<file path="src/logic/lpb_consts.vh">
// constants for the low-power timer and brownout controller
// assumes a 32-bit apb slave with byte addresses on word boundaries
`ifndef LPB_CONSTS_VH
`define LPB_CONSTS_VH

// register byte offsets
`define LPB_OFS_CTRL 8'h00
`define LPB_OFS_SNAP_REQ 8'h04
`define LPB_OFS_CUR_LOW 8'h08
`define LPB_OFS_CUR_HIGH 8'h0c
`define LPB_OFS_PREV_LOW 8'h10
`define LPB_OFS_PREV_HIGH 8'h14
`define LPB_OFS_TIME_LOW 8'h18
`define LPB_OFS_TIME_HIGH 8'h1c
`define LPB_OFS_BOD_CTRL 8'h20
`define LPB_OFS_BOD_IRQ_WAIT 8'h24
`define LPB_OFS_BOD_RST_WAIT 8'h28
`define LPB_OFS_BOD_STATUS 8'h2c
`define LPB_OFS_PMODE 8'h30
`define LPB_OFS_ALARM_LOW 8'h34
`define LPB_OFS_ALARM_HIGH 8'h38

// control register fields
`define LPB_CTRL_CAP_XTAL 0
`define LPB_CTRL_CAP_STALL 1
`define LPB_CTRL_CAP_RST 2
`define LPB_CTRL_WRAP_PD 3
`define LPB_CTRL_TIMER_WAKE 4
`define LPB_CTRL_W 5
`define LPB_CTRL_RESET 5'h00

// brownout control fields
`define LPB_BOD_COUNT_EN 0
`define LPB_BOD_CNT_RST_EN 1
`define LPB_BOD_RST_SCOPE 2
`define LPB_BOD_DIRECT_EN 3
`define LPB_BOD_DIRECT_SRC 4
`define LPB_BOD_W 5
`define LPB_BOD_RESET 5'h00

// power modes
`define LPB_MODE_ACTIVE 2'h0
`define LPB_MODE_MODEM 2'h1
`define LPB_MODE_LIGHT 2'h2
`define LPB_MODE_DEEP 2'h3

// timing: cpu stall time before sleep entry
`define LPB_CLK_MHZ 100
`define LPB_STALL_WAIT_NS 1000
`define LPB_STALL_WAIT_CYC (`LPB_STALL_WAIT_NS * `LPB_CLK_MHZ / 1000)

`endif

</file>
<file path="src/logic/lpb_ctrl.v">
// low-power timer, snapshot capture, brownout handler and power modes
// assumes an apb master on CLK_SYS, slow clock and analog levels as pins
`timescale 1ns/1ns
`default_nettype none
`include "lpb_consts.vh"

module lpb_ctrl #(
    parameter BOD_CNT_W = 16,
    parameter STALL_WAIT = `LPB_STALL_WAIT_CYC
)(
    input wire CLK_SYS,
    input wire RST,
    input wire CE,
    input wire PSEL,
    input wire PENABLE,
    input wire PWRITE,
    input wire [7:0] PADDR,
    input wire [31:0] PWDATA,
    output reg [31:0] PRDATA,
    output reg PREADY,
    output reg PSLVERR,
    input wire LP_SLOW_CLK,
    input wire BROWNOUT_DET,
    input wire CHIP_EN,
    input wire CPU_STALL,
    input wire SYS_RST_DONE,
    input wire WAKE_REQ,
    input wire FIB_DIRECT_RST_EN,
    output reg BROWNOUT_IRQ,
    output reg RADIO_SHUTDOWN,
    output reg CHIP_RESET_REQ,
    output reg SYS_RESET_REQ,
    output reg TIMER_WAKEUP,
    output reg PD_RF_ON,
    output reg PD_FOSC_ON,
    output reg PD_XTAL_ON,
    output reg PD_PLL_ON,
    output reg PD_DIG_ON,
    output reg DIG_REG_PU,
    output reg LP_REG_ON,
    output reg LP_REG_DEEP,
    output reg [1:0] POWER_MODE
);

localparam [1:0] ST_ACTIVE = `LPB_MODE_ACTIVE;
localparam [1:0] ST_MODEM = `LPB_MODE_MODEM;
localparam [1:0] ST_LIGHT = `LPB_MODE_LIGHT;
localparam [1:0] ST_DEEP = `LPB_MODE_DEEP;
localparam [31:0] STALL_W32 = STALL_WAIT;
localparam [15:0] STALL_LIM = STALL_W32[15:0];

function is_sleep;
    input [1:0] m;
    begin
        is_sleep = (m == ST_LIGHT) || (m == ST_DEEP);
    end
endfunction

// synchronisers for pin levels
reg slow_s1, slow_s2, slow_s3;
reg bod_s1, bod_s2;
reg cen_s1, cen_s2;

// state
reg [47:0] timer;
reg [47:0] snap_cur;
reg [47:0] snap_prev;
reg [47:0] alarm;
reg [`LPB_CTRL_W-1:0] ctrl;
reg [`LPB_BOD_W-1:0] bod_ctrl;
reg [BOD_CNT_W-1:0] bod_irq_wait;
reg [BOD_CNT_W-1:0] bod_rst_wait;
reg [BOD_CNT_W-1:0] bod_cnt;
reg [1:0] mode;
reg [1:0] target;
reg [15:0] stall_cnt;
reg stall_d;
reg xtal_d;
reg sw_snap;

wire acc = PSEL & PENABLE;
wire wr_go = acc & PREADY & PWRITE & ~PSLVERR;
wire slow_rise = slow_s2 & ~slow_s3;
wire bod_flag = bod_s2;
wire direct_on = bod_ctrl[`LPB_BOD_DIRECT_SRC] ? FIB_DIRECT_RST_EN :
    bod_ctrl[`LPB_BOD_DIRECT_EN];
wire count_on = bod_ctrl[`LPB_BOD_COUNT_EN] & ~direct_on;
wire stall_ok = (stall_cnt >= STALL_LIM);
wire alarm_hit = ctrl[`LPB_CTRL_TIMER_WAKE] & (timer >= alarm);
wire woke = WAKE_REQ | alarm_hit;

// next power mode
reg [1:0] next_mode;
reg [1:0] next_target;
always @*
begin
    next_mode = mode;
    next_target = target;
    case (mode)
        ST_ACTIVE, ST_MODEM:
        begin
            if (!is_sleep(target))
                next_mode = target;
            else if (stall_ok)
                next_mode = target;
        end
        ST_LIGHT, ST_DEEP:
        begin
            if (woke)
            begin
                next_mode = ST_MODEM;
                next_target = ST_MODEM;
            end
        end
        default:
            next_mode = ST_MODEM;
    endcase
end

wire pd_entry = ~is_sleep(mode) & is_sleep(next_mode);
wire xtal_next = ~is_sleep(next_mode);
wire xtal_up = xtal_next & ~xtal_d;
wire stall_edge = CPU_STALL ^ stall_d;
wire cap = (ctrl[`LPB_CTRL_CAP_XTAL] & (pd_entry | xtal_up)) |
    (ctrl[`LPB_CTRL_CAP_STALL] & stall_edge) |
    (ctrl[`LPB_CTRL_CAP_RST] & SYS_RST_DONE) |
    sw_snap;

// read mux
reg [31:0] rd;
reg rd_err;
always @*
begin
    rd = 32'h0;
    rd_err = 1'b0;
    if (PADDR == `LPB_OFS_CTRL)
        rd[`LPB_CTRL_W-1:0] = ctrl;
    else if (PADDR == `LPB_OFS_SNAP_REQ)
        rd = 32'h0;
    else if (PADDR == `LPB_OFS_CUR_LOW)
        rd = snap_cur[31:0];
    else if (PADDR == `LPB_OFS_CUR_HIGH)
        rd[15:0] = snap_cur[47:32];
    else if (PADDR == `LPB_OFS_PREV_LOW)
        rd = snap_prev[31:0];
    else if (PADDR == `LPB_OFS_PREV_HIGH)
        rd[15:0] = snap_prev[47:32];
    else if (PADDR == `LPB_OFS_TIME_LOW)
        rd = timer[31:0];
    else if (PADDR == `LPB_OFS_TIME_HIGH)
        rd[15:0] = timer[47:32];
    else if (PADDR == `LPB_OFS_BOD_CTRL)
        rd[`LPB_BOD_W-1:0] = bod_ctrl;
    else if (PADDR == `LPB_OFS_BOD_IRQ_WAIT)
        rd[BOD_CNT_W-1:0] = bod_irq_wait;
    else if (PADDR == `LPB_OFS_BOD_RST_WAIT)
        rd[BOD_CNT_W-1:0] = bod_rst_wait;
    else if (PADDR == `LPB_OFS_BOD_STATUS)
    begin
        rd[0] = bod_flag;
        rd[1] = BROWNOUT_IRQ;
        rd[31:16] = bod_cnt[15:0];
    end
    else if (PADDR == `LPB_OFS_PMODE)
    begin
        rd[1:0] = mode;
        rd[3:2] = target;
    end
    else if (PADDR == `LPB_OFS_ALARM_LOW)
        rd = alarm[31:0];
    else if (PADDR == `LPB_OFS_ALARM_HIGH)
        rd[15:0] = alarm[47:32];
    else
        rd_err = 1'b1;
end

// synchronisers, never gated by mode; they advance only while CE is high
always @(posedge CLK_SYS)
begin
    if (RST)
    begin
        slow_s1 <= 1'b0;
        slow_s2 <= 1'b0;
        slow_s3 <= 1'b0;
        bod_s1 <= 1'b0;
        bod_s2 <= 1'b0;
        cen_s1 <= 1'b0;
        cen_s2 <= 1'b0;
    end
    else if (CE)
    begin
        slow_s1 <= LP_SLOW_CLK;
        slow_s2 <= slow_s1;
        slow_s3 <= slow_s2;
        bod_s1 <= BROWNOUT_DET;
        bod_s2 <= bod_s1;
        cen_s1 <= CHIP_EN;
        cen_s2 <= cen_s1;
    end
end

// apb slave, one wait state
always @(posedge CLK_SYS)
begin
    if (RST)
    begin
        PREADY <= 1'b0;
        PRDATA <= 32'h0;
        PSLVERR <= 1'b0;
        ctrl <= `LPB_CTRL_RESET;
        bod_ctrl <= `LPB_BOD_RESET;
        bod_irq_wait <= {BOD_CNT_W{1'b1}};
        bod_rst_wait <= {BOD_CNT_W{1'b1}};
        alarm <= 48'hffffffffffff;
        sw_snap <= 1'b0;
    end
    else if (CE)
    begin
        sw_snap <= 1'b0;
        if (acc & ~PREADY)
        begin
            PREADY <= 1'b1;
            PRDATA <= rd;
            PSLVERR <= rd_err;
        end
        else
        begin
            PREADY <= 1'b0;
            PSLVERR <= 1'b0;
        end
        if (wr_go)
        begin
            if (PADDR == `LPB_OFS_CTRL)
                ctrl <= PWDATA[`LPB_CTRL_W-1:0];
            else if (PADDR == `LPB_OFS_SNAP_REQ)
                sw_snap <= PWDATA[0];
            else if (PADDR == `LPB_OFS_BOD_CTRL)
                bod_ctrl <= PWDATA[`LPB_BOD_W-1:0];
            else if (PADDR == `LPB_OFS_BOD_IRQ_WAIT)
                bod_irq_wait <= PWDATA[BOD_CNT_W-1:0];
            else if (PADDR == `LPB_OFS_BOD_RST_WAIT)
                bod_rst_wait <= PWDATA[BOD_CNT_W-1:0];
            else if (PADDR == `LPB_OFS_ALARM_LOW)
                alarm[31:0] <= PWDATA;
            else if (PADDR == `LPB_OFS_ALARM_HIGH)
                alarm[47:32] <= PWDATA[15:0];
        end
    end
end

// timer and snapshots; RST is the power-up reset
always @(posedge CLK_SYS)
begin
    if (RST)
    begin
        timer <= 48'h0;
        snap_cur <= 48'h0;
        snap_prev <= 48'h0;
        stall_d <= 1'b0;
        xtal_d <= 1'b1;
    end
    else if (CE)
    begin
        if (slow_rise)
            timer <= timer + 48'h1;
        stall_d <= CPU_STALL;
        xtal_d <= xtal_next;
        if (cap)
        begin
            snap_prev <= snap_cur;
            snap_cur <= timer;
        end
    end
end

// brownout handling
always @(posedge CLK_SYS)
begin
    if (RST)
    begin
        bod_cnt <= {BOD_CNT_W{1'b0}};
        BROWNOUT_IRQ <= 1'b0;
        RADIO_SHUTDOWN <= 1'b0;
        CHIP_RESET_REQ <= 1'b0;
        SYS_RESET_REQ <= 1'b0;
    end
    else if (CE)
    begin
        if (!bod_flag || !count_on)
            bod_cnt <= {BOD_CNT_W{1'b0}};
        else if (bod_cnt != {BOD_CNT_W{1'b1}})
            bod_cnt <= bod_cnt + 1'b1;
        RADIO_SHUTDOWN <= bod_flag;
        BROWNOUT_IRQ <= count_on & bod_flag &
            (bod_cnt >= bod_irq_wait);
        CHIP_RESET_REQ <= count_on & bod_flag &
            bod_ctrl[`LPB_BOD_CNT_RST_EN] &
            ~bod_ctrl[`LPB_BOD_RST_SCOPE] &
            (bod_cnt >= bod_rst_wait);
        SYS_RESET_REQ <= bod_flag & (direct_on |
            (count_on & bod_ctrl[`LPB_BOD_CNT_RST_EN] &
            bod_ctrl[`LPB_BOD_RST_SCOPE] &
            (bod_cnt >= bod_rst_wait)));
    end
end

// power mode machine and domain outputs
always @(posedge CLK_SYS)
begin
    if (RST)
    begin
        mode <= ST_MODEM;
        target <= ST_MODEM;
        stall_cnt <= 16'h0;
        TIMER_WAKEUP <= 1'b0;
        PD_RF_ON <= 1'b0;
        PD_FOSC_ON <= 1'b1;
        PD_XTAL_ON <= 1'b1;
        PD_PLL_ON <= 1'b1;
        PD_DIG_ON <= 1'b1;
        DIG_REG_PU <= 1'b1;
        LP_REG_ON <= 1'b1;
        LP_REG_DEEP <= 1'b0;
        POWER_MODE <= ST_MODEM;
    end
    else if (CE)
    begin
        if (!CPU_STALL)
            stall_cnt <= 16'h0;
        else if (!stall_ok)
            stall_cnt <= stall_cnt + 16'h1;
        mode <= next_mode;
        if (wr_go && PADDR == `LPB_OFS_PMODE)
            target <= PWDATA[1:0];
        else
            target <= next_target;
        TIMER_WAKEUP <= alarm_hit;
        POWER_MODE <= next_mode;
        PD_RF_ON <= (next_mode == ST_ACTIVE);
        PD_FOSC_ON <= ~is_sleep(next_mode);
        PD_XTAL_ON <= xtal_next;
        PD_PLL_ON <= xtal_next;
        PD_DIG_ON <= (next_mode != ST_DEEP);
        DIG_REG_PU <= ~(ctrl[`LPB_CTRL_WRAP_PD] &
            is_sleep(next_mode));
        LP_REG_ON <= 1'b1;
        LP_REG_DEEP <= cen_s2 & (next_mode == ST_DEEP);
    end
end

endmodule
`default_nettype wire

</file>
<file path="config.mk">
export PLATFORM = sky130hd
export DESIGN_NAME = lpb_ctrl
export DESIGN_NICKNAME = d
export VERILOG_FILES = /design/src/logic/lpb_ctrl.v
export VERILOG_INCLUDE_DIRS = /design/src /design/src/logic
export SDC_FILE = /design/constraint.sdc
export NUM_CORES = 1
export LEC_CHECK = 0
export BUFFER_PORTS_ARGS = -buffer_cell sky130_fd_sc_hd__buf_2
export CAP_MARGIN = 20
export CORE_MARGIN = 10
export CORE_UTILIZATION = 45
export DETAILED_ROUTE_END_ITERATION = 6
export GPL_TIMING_DRIVEN = 0
export PLACE_DENSITY = 0.72
export SLEW_MARGIN = 20
export SYNTH_ARGS = -nofsm -noshare
export SYNTH_HDL_FRONTEND = slang
export SYNTH_SLANG_ARGS = --single-unit
</file>
<file path="constraint.sdc">
create_clock -name CLK_SYS -period 3.1 [get_ports CLK_SYS]
set_clock_uncertainty 0.05 [all_clocks]
set_input_delay 0.31 -clock CLK_SYS [delete_from_list [all_inputs] [get_ports CLK_SYS]]
set_output_delay 0.31 -clock CLK_SYS [all_outputs]
set_load 0.01 [all_outputs]
</file>
== Word-level counts from Yosys, hierarchy flattened ==
Cells that the tools add are included.

* Input bits: 53
* Word-level logic and storage cells: 214
* Output and inout bits: 49
* Flip-flop bits (word level): 323

* Bitwise logic cells: 46
* Order comparisons: 4
* Equal/unequal tests: 24
* Reductions and logical operators: 27
* $add $sub $neg: 3
* Mux-type cells: 75

{| class="wikitable"
|+ Operator list
! operator !! number
|-
| 16-bit 2-to-1 mux || 27
|-
| 27-bit 2-to-1 mux || 10
|-
| 32-bit 2-to-1 mux || 4
|-
| 8-bit by 6-bit equality test with 1-bit output, second input constant || 7
|-
| 48-bit by 1-bit adder with 48-bit output, second input constant || 1
|-
| 48-bit >= comparator || 1
|-
| 16-bit by 1-bit adder with 16-bit output, second input constant || 2
|-
| 8-bit by 5-bit equality test with 1-bit output, second input constant || 4
|-
| 16-bit >= comparator || 2
|-
| 28-bit 2-to-1 mux || 1
|-
| 1-bit bitwise AND || 24
|-
| 1-bit 2-to-1 mux || 21
|-
| 8-bit by 4-bit equality test with 1-bit output, second input constant || 2
|-
| 16-bit by 7-bit >= comparator with 1-bit output, second input constant || 1
|-
| 16-bit != test, second input constant || 1
|-
| 1-bit inverter || 15
|-
| 14-bit 2-to-1 mux || 1
|-
| 2-bit 2-to-1 mux || 7
|-
| 2-bit equality test, second input constant || 6
|-
| 5-bit 2-to-1 mux || 2
|-
| 2-bit AND reduction || 5
|-
| 9-bit AND reduction || 1
|-
| 8-bit by 3-bit equality test with 1-bit output, second input constant || 1
|-
| 8-bit zero test || 1
|-
| 17 further kinds || 32
|}

== Longest topological paths before layout ==
* Depth after elaboration: 33
* Mapped depth: 13
* Gate-level depth less buffers: 10

== Least setup slack after synthesis ==
No wires, ideal clock.

* Path kind: register -> register
* Start: register timer[0]
* End: register snap_cur[14]
* Data required time: 2.922 ns
* Stages on the path, launching flop included: 14
* Setup time: 0.128 ns
* Clock period less this slack: 2.695 ns
* Buffers on the path: 3
* Data arrival time: 2.517 ns
* Path slack: 0.405 ns
* Path through: dfxtp_1 -> inv_1 -> ha_1 -> nand2b_1 -> a2111oi_0 -> o32a_1 -> a21oi_1 -> o32ai_1 -> a21oi_1 -> buf_4 -> buf_6 -> buf_6 -> mux2i_1 -> nor2_1

* Word-level cells in the longest chain between the ends: 15
* Elaborated cells on any way between the ends: 17
* Those cells by class: order compare: 1; eq/ne: 2; mux: 2; bitwise: 10; reduce/logical: 2

{| class="wikitable"
|+ Ends and longest elaborated chain
! what !! RTL line !! text
|-
| start: declaration || lpb_ctrl.v:65 || <nowiki>reg [47:0] timer;</nowiki>
|-
| start signal: assignment || lpb_ctrl.v:265 || <nowiki>timer <= timer + 48'h1;</nowiki>
|-
| 48-bit >= comparator * || lpb_ctrl.v:89 || <nowiki>wire alarm_hit = ctrl[`LPB_CTRL_TIMER_WAKE] & (timer >= alarm);</nowiki>
|-
| 1-bit bitwise AND * || lpb_ctrl.v:89 ||
|-
| 1-bit bitwise OR * || lpb_ctrl.v:90 || <nowiki>wire woke = WAKE_REQ | alarm_hit;</nowiki>
|-
| 2-bit 2-to-1 mux * || lpb_ctrl.v:109 || <nowiki>if (woke)</nowiki>
|-
| 2-bit case mux with 2 select lines * || lpb_ctrl.v:99 || <nowiki>case (mode)</nowiki>
|-
| 2-bit equality test || lpb_ctrl.v:55 || <nowiki>is_sleep = (m == ST_LIGHT) || (m == ST_DEEP);</nowiki>
|-
| 1-bit logical OR * || lpb_ctrl.v:55 ||
|-
| 1-bit inverter || lpb_ctrl.v:121 || <nowiki>wire xtal_next = ~is_sleep(next_mode);</nowiki>
|-
| 1-bit bitwise AND || lpb_ctrl.v:122 || <nowiki>wire xtal_up = xtal_next & ~xtal_d;</nowiki>
|-
| 1-bit bitwise OR * || lpb_ctrl.v:124 || <nowiki>wire cap = (ctrl[`LPB_CTRL_CAP_XTAL] & (pd_entry | xtal_up)) |</nowiki>
|-
| 1-bit bitwise AND * || lpb_ctrl.v:124 ||
|-
| 1-bit bitwise OR * (3 in a row) || lpb_ctrl.v:124 ||
|-
| 2-bit AND reduction (no source line) * || n/a ||
|-
| end signal: assignment || lpb_ctrl.v:271 || <nowiki>snap_cur <= timer;</nowiki>
|-
| end: declaration || lpb_ctrl.v:66 || <nowiki>reg [47:0] snap_cur;</nowiki>
|}

Every way passes the cells marked *; elsewhere a longest branch is shown, timed or not.
A chain may end at the register's enable or synchronous reset.

== Worst setup path in the final report ==
* Start: register alarm[10]
* End: register snap_cur[46]

* Word-level cells in the longest chain between the ends: 15
* Elaborated cells on any way between the ends: 17
* Those cells by class: order compare: 1; eq/ne: 2; mux: 2; bitwise: 10; reduce/logical: 2

{| class="wikitable"
|+ Ends and longest elaborated chain
! what !! RTL line !! text
|-
| start: declaration || lpb_ctrl.v:68 || <nowiki>reg [47:0] alarm;</nowiki>
|-
| start signal: assignment || lpb_ctrl.v:214 || <nowiki>alarm <= 48'hffffffffffff;</nowiki>
|-
| start signal: assignment || lpb_ctrl.v:244 || <nowiki>alarm[31:0] <= PWDATA;</nowiki>
|-
| 48-bit >= comparator * || lpb_ctrl.v:89 ||
|-
| 1-bit bitwise AND * || lpb_ctrl.v:89 ||
|-
| 1-bit bitwise OR * || lpb_ctrl.v:90 ||
|-
| 2-bit 2-to-1 mux * || lpb_ctrl.v:109 ||
|-
| 2-bit case mux with 2 select lines * || lpb_ctrl.v:99 ||
|-
| 2-bit equality test || lpb_ctrl.v:55 ||
|-
| 1-bit logical OR * || lpb_ctrl.v:55 ||
|-
| 1-bit inverter || lpb_ctrl.v:121 ||
|-
| 1-bit bitwise AND || lpb_ctrl.v:122 ||
|-
| 1-bit bitwise OR * || lpb_ctrl.v:124 ||
|-
| 1-bit bitwise AND * || lpb_ctrl.v:124 ||
|-
| 1-bit bitwise OR * (3 in a row) || lpb_ctrl.v:124 ||
|-
| 2-bit AND reduction (no source line) * || n/a ||
|}

Marks and branches as above.

==> run_summary.xml <==
<?xml version="1.0" encoding="UTF-8"?>
<metrics>
  <group name="global_routing">
    <metric name="antenna_found_initial" unit="">0</metric>
    <metric name="globalRouteTotalUtil" unit="%">25.6</metric>
    <metric name="total_grt_overflow" unit="">0</metric>
    <metric name="global_route_wire_length_before_repair" unit="um">88100</metric>
    <metric name="grt_pass1_vias" unit="">14800</metric>
    <metric name="largest_net_degree_at_the_start_of_global_routing" unit="">14</metric>
  </group>
  <group name="power">
    <metric name="power.switching" unit="W">0.00216</metric>
    <metric name="power.combinational.fraction" unit="%">4.6</metric>
    <metric name="ir_worst_vdd" unit="V">0.000372</metric>
    <metric name="power.leakage" unit="nW">7.70</metric>
    <metric name="power.internal" unit="W">0.00684</metric>
    <metric name="power_frac_clock" unit="%">48.9</metric>
    <metric name="power.share.sequential" unit="%">46.4</metric>
    <metric name="swShare" unit="%">24.0</metric>
    <metric name="p_per_area" unit="mW/mm^2">478</metric>
  </group>
  <group name="cells_and_area">
    <metric name="area_growth" unit="%">17.8</metric>
    <metric name="num_antenna_cells" unit="">0</metric>
    <metric name="final_core_util" unit="%">54.2</metric>
    <metric name="instances_no_fill" unit="">2538</metric>
    <metric name="design.final.nets" unit="">2193</metric>
    <metric name="final_layout_size_suffix_gt1_share" unit="%">12.2</metric>
  </group>
  <group name="critical_path">
    <metric name="endpoint_kind" unit="">register</metric>
    <metric name="cp_max_fo" unit="">10</metric>
    <metric name="critical_path_class" unit="">register to register</metric>
    <metric name="worst-endpoint-arrival" unit="ns">3.48</metric>
    <metric name="setup.worst_path.start_class" unit="">register</metric>
    <metric name="worst-endpoint-required" unit="ns">3.47</metric>
  </group>
  <group name="routing">
    <metric name="routed_wirelength" unit="um">59400</metric>
    <metric name="drc" unit="">0</metric>
    <metric name="postRouteAntennaNets" unit="">0</metric>
    <metric name="route.detailed.wl_per_inst" unit="um">23.4</metric>
    <metric name="detailroute.via_count" unit="">15500</metric>
    <metric name="detail_route.first_pass.iterations" unit="">7</metric>
    <metric name="post_drt_via_cell_ratio" unit="">6.12</metric>
    <metric name="detail_route.iter0.violations" unit="">1905</metric>
  </group>
  <group name="clock_network">
    <metric name="clk_pin_slew" unit="ns">0.06</metric>
    <metric name="clock_sinks" unit="">323</metric>
    <metric name="clock_path_buffers" unit="">3</metric>
    <metric name="root_buffer" unit="">sky130_fd_sc_hd__clkbuf_16</metric>
    <metric name="cts_max_level" unit="">2</metric>
    <metric name="clk-insertion-delay-late" unit="ns">0.56</metric>
    <metric name="numCtsBuffers" unit="">37</metric>
    <metric name="tritoncts" unit="">done</metric>
  </group>
  <group name="synth">
    <metric name="synthFlopType" unit="">sky130_fd_sc_hd__dfxtp_1</metric>
    <metric name="postSynthRegisterBits" unit="">323</metric>
    <metric name="async_flop_share" unit="%">0</metric>
    <metric name="synth_enable_flop_cells" unit="">0</metric>
    <metric name="synthCells" unit="">1889</metric>
    <metric name="synth-seq-area-share" unit="%">40.4</metric>
    <metric name="synth_warnings" unit="">0</metric>
    <metric name="synth_nets" unit="">2026</metric>
    <metric name="synth.lib_cells_used.distinct" unit="">67</metric>
    <metric name="postSynthAreaPerCell" unit="um^2">8.47</metric>
    <metric name="summed_instance_area_of_the_synthesized_netlist" unit="mm^2">0.0160</metric>
  </group>
  <group name="placement">
    <metric name="dp_worst_setup_slack" unit="ns">-0.620</metric>
    <metric name="gp_routability_congestion" unit="">0.982</metric>
    <metric name="port_buffers" unit="">99</metric>
    <metric name="placedCellCount" unit="">2443</metric>
    <metric name="dp_hpwl" unit="um">44000</metric>
  </group>
  <group name="timing">
    <metric name="period_utilization" unit="%">100</metric>
    <metric name="report.final.hold_viol_count" unit="">0</metric>
    <metric name="tightestPinTransition" unit="ns">1.00</metric>
    <metric name="post-route-worst-setup-slack" unit="ns">-0.0155</metric>
    <metric name="timing.final.max_slew_violations" unit="">0</metric>
    <metric name="timing.slew.headroom" unit="%">33.1</metric>
    <metric name="setup-violations-final" unit="">3</metric>
    <metric name="fmax" unit="GHz">0.321</metric>
    <metric name="tmin_final" unit="ns">3.12</metric>
    <metric name="setup_repair_after_global_routing_missed_its_margin" unit="">yes</metric>
  </group>
  <group name="die">
    <metric name="design.die.area" unit="mm^2">0.0435</metric>
    <metric name="i_o_pin_total" unit="">102</metric>
    <metric name="chipHeight" unit="um">209</metric>
    <metric name="die-width" unit="um">209</metric>
    <metric name="starting_density" unit="%">46.0</metric>
    <metric name="floorplan.rows" unit="">68</metric>
    <metric name="fp.coreArea" unit="mm^2">0.0348</metric>
  </group>
  <group name="run_status">
    <metric name="violations_in_the_final_reports" unit="">setup timing</metric>
    <metric name="outcome" unit="">finished, violations left</metric>
  </group>
  <group name="flow_run">
    <metric name="cap_viol_max_count" unit="">0</metric>
  </group>
  <group name="hold_path">
    <metric name="hold_class" unit="">input pin to register</metric>
  </group>
</metrics>
## area by class of cell
cell class	instances	area, um^2
multi-input combinational	1343	8770
timing repair buffer	130	853
tap	455	569
clock buffer	53	1060
inverter	104	390
buffer	117	566
sequential	323	6500
clock inverter	13	148
fill	3181	15900
## flip-flops by register name (all words and copies together) (netlist names), 5 cells and up
name          cells
bod_rst_wait     16
alarm            48
stall_cnt        16
snap_cur         48
bod_ctrl          5
timer            48
bod_cnt          16
PRDATA           32
bod_irq_wait     16
ctrl              5
snap_prev        48
## layout by cell type (no fill, tap or decap), drive strengths merged, types with 7 or more instances in the layout
cell type    instances
o22ai               20
a211oi               9
a31oi               13
a22o                15
nand2              171
dlygate4sd3         19
ha                  84
nand2b               7
mux2i              122
clkinv               9
o211ai              84
and3                17
a22oi               14
xor2                29
xnor2               20
inv                105
nand3               45
and2                 9
clkbuf             141
and4                10
dfxtp              323
a21oi              105
mux2                 7
buf                140
nor2               269
nand4               21
a222oi              16
nor3                25
a221oi              35
or3                 21
a21o                10
o21ai              107
## worst max-delay path, stage by stage, from the launching register on
cell and delay (ns):
sky130_fd_sc_hd__dfxtp_2 0.33, sky130_fd_sc_hd__inv_1 0.08, sky130_fd_sc_hd__ha_4 0.28, sky130_fd_sc_hd__nand4_1 0.22
sky130_fd_sc_hd__o21bai_1 0.23, sky130_fd_sc_hd__o32a_1 0.42, sky130_fd_sc_hd__a21oi_4 0.22, sky130_fd_sc_hd__o32ai_4 0.17
sky130_fd_sc_hd__a21oi_4 0.20, sky130_fd_sc_hd__buf_12 0.15, sky130_fd_sc_hd__buf_12 0.17, sky130_fd_sc_hd__buf_12 0.16
sky130_fd_sc_hd__mux2i_1 0.22, sky130_fd_sc_hd__nor2_1 0.05
## power groups by stage
stage	logic [W]	registers [W]	clock network (W)
2_1_floorplan	0.000186	0.00428	0
3_3_place_gp	0.000378	0.00427	0
3_5_place_dp	0.000381	0.00428	0
4_1_cts	0.000401	0.00418	0.00443
5_1_grt	0.000441	0.00418	0.00459
6_report	0.000418	0.00418	0.00440
## Yosys cell counts (15+ instances only)
| cell | n | area [um^2] |
|---|---|---|
| sky130_fd_sc_hd__dfxtp_1 | 323 | 6470 |
| sky130_fd_sc_hd__o211ai_1 | 84 | 631 |
| sky130_fd_sc_hd__o22ai_1 | 20 | 125 |
| sky130_fd_sc_hd__inv_1 | 102 | 383 |
| sky130_fd_sc_hd__buf_2 | 15 | 75.1 |
| sky130_fd_sc_hd__nand4_1 | 20 | 125 |
| sky130_fd_sc_hd__nor2_1 | 269 | 1010 |
| sky130_fd_sc_hd__nand2_1 | 171 | 642 |
| sky130_fd_sc_hd__and3_1 | 16 | 100 |
| sky130_fd_sc_hd__mux2i_1 | 122 | 1220 |
| sky130_fd_sc_hd__nand3_1 | 45 | 225 |
| sky130_fd_sc_hd__a222oi_1 | 16 | 160 |
| sky130_fd_sc_hd__xnor2_1 | 20 | 175 |
| sky130_fd_sc_hd__a22o_1 | 15 | 131 |
| sky130_fd_sc_hd__clkbuf_1 | 85 | 319 |
| sky130_fd_sc_hd__ha_1 | 84 | 1050 |
| sky130_fd_sc_hd__nor3_1 | 24 | 120 |
| sky130_fd_sc_hd__or3_1 | 21 | 131 |
| sky130_fd_sc_hd__xor2_1 | 29 | 254 |
| sky130_fd_sc_hd__a21oi_1 | 105 | 526 |
| sky130_fd_sc_hd__a221oi_1 | 35 | 307 |
| sky130_fd_sc_hd__o21ai_0 | 107 | 536 |
## kinds of logic after synthesis
group / after synthesis / share of synthesized area (%)
buf+inv: 223 / 5.80
simple gates: 615 / 17.3
other cells: 1 / 0.0234
xor+xnor: 49 / 2.68
compound gates: 465 / 19.1
flops: 323 / 40.4
fa+ha+maj: 84 / 6.57
mux: 129 / 8.13
## timing repair
action | 4_1_cts | 5_1_grt
gates cloned | 0 | 3
endpoints found under the setup margin | 106 | 115
hold endpoints to repair | 19 | 0
resized for setup | 24 | 41
setup buffers | 3 | 7
hold buffers | 19 | 0
pin swaps | 5 | 10
## final timing paths
kind	cells after the start	endpoint	startpoint	slack, ns
max	13	snap_cur[46]	alarm[10]	-0.02
min	3	bod_rst_wait[5]	PWDATA[5]	0.01
max reg2reg	13	snap_cur[46]	alarm[10]	-0.02
min reg2reg	2	PRDATA[6]	PRDATA[6]	0.40
## per-stage QoR
stage	instance area (um^2)	total power (W)	setup TNS (ns)	hold WS, ns
4_1_cts	18600	0.00901	0	0.000870
3_3_place_gp	17100	0.00465	-54.32	0.390
3_5_place_dp	17100	0.00466	-56.60	0.393
5_1_grt	18900	0.00921	-3.06	0.0108
2_1_floorplan	16000	0.00446	0	0.390
6_report	18900	0.00900	-0.0266	0.0101
## metal layers
layer / GRT usage [%] / wire length, um
met2: 40.5 / 26300
met5: 0 / 0
met1: 32.5 / 24300
met3: 6.57 / 6120
met4: 10.8 / 2710
No activity file was read; power rests on OpenSTA's default activity.
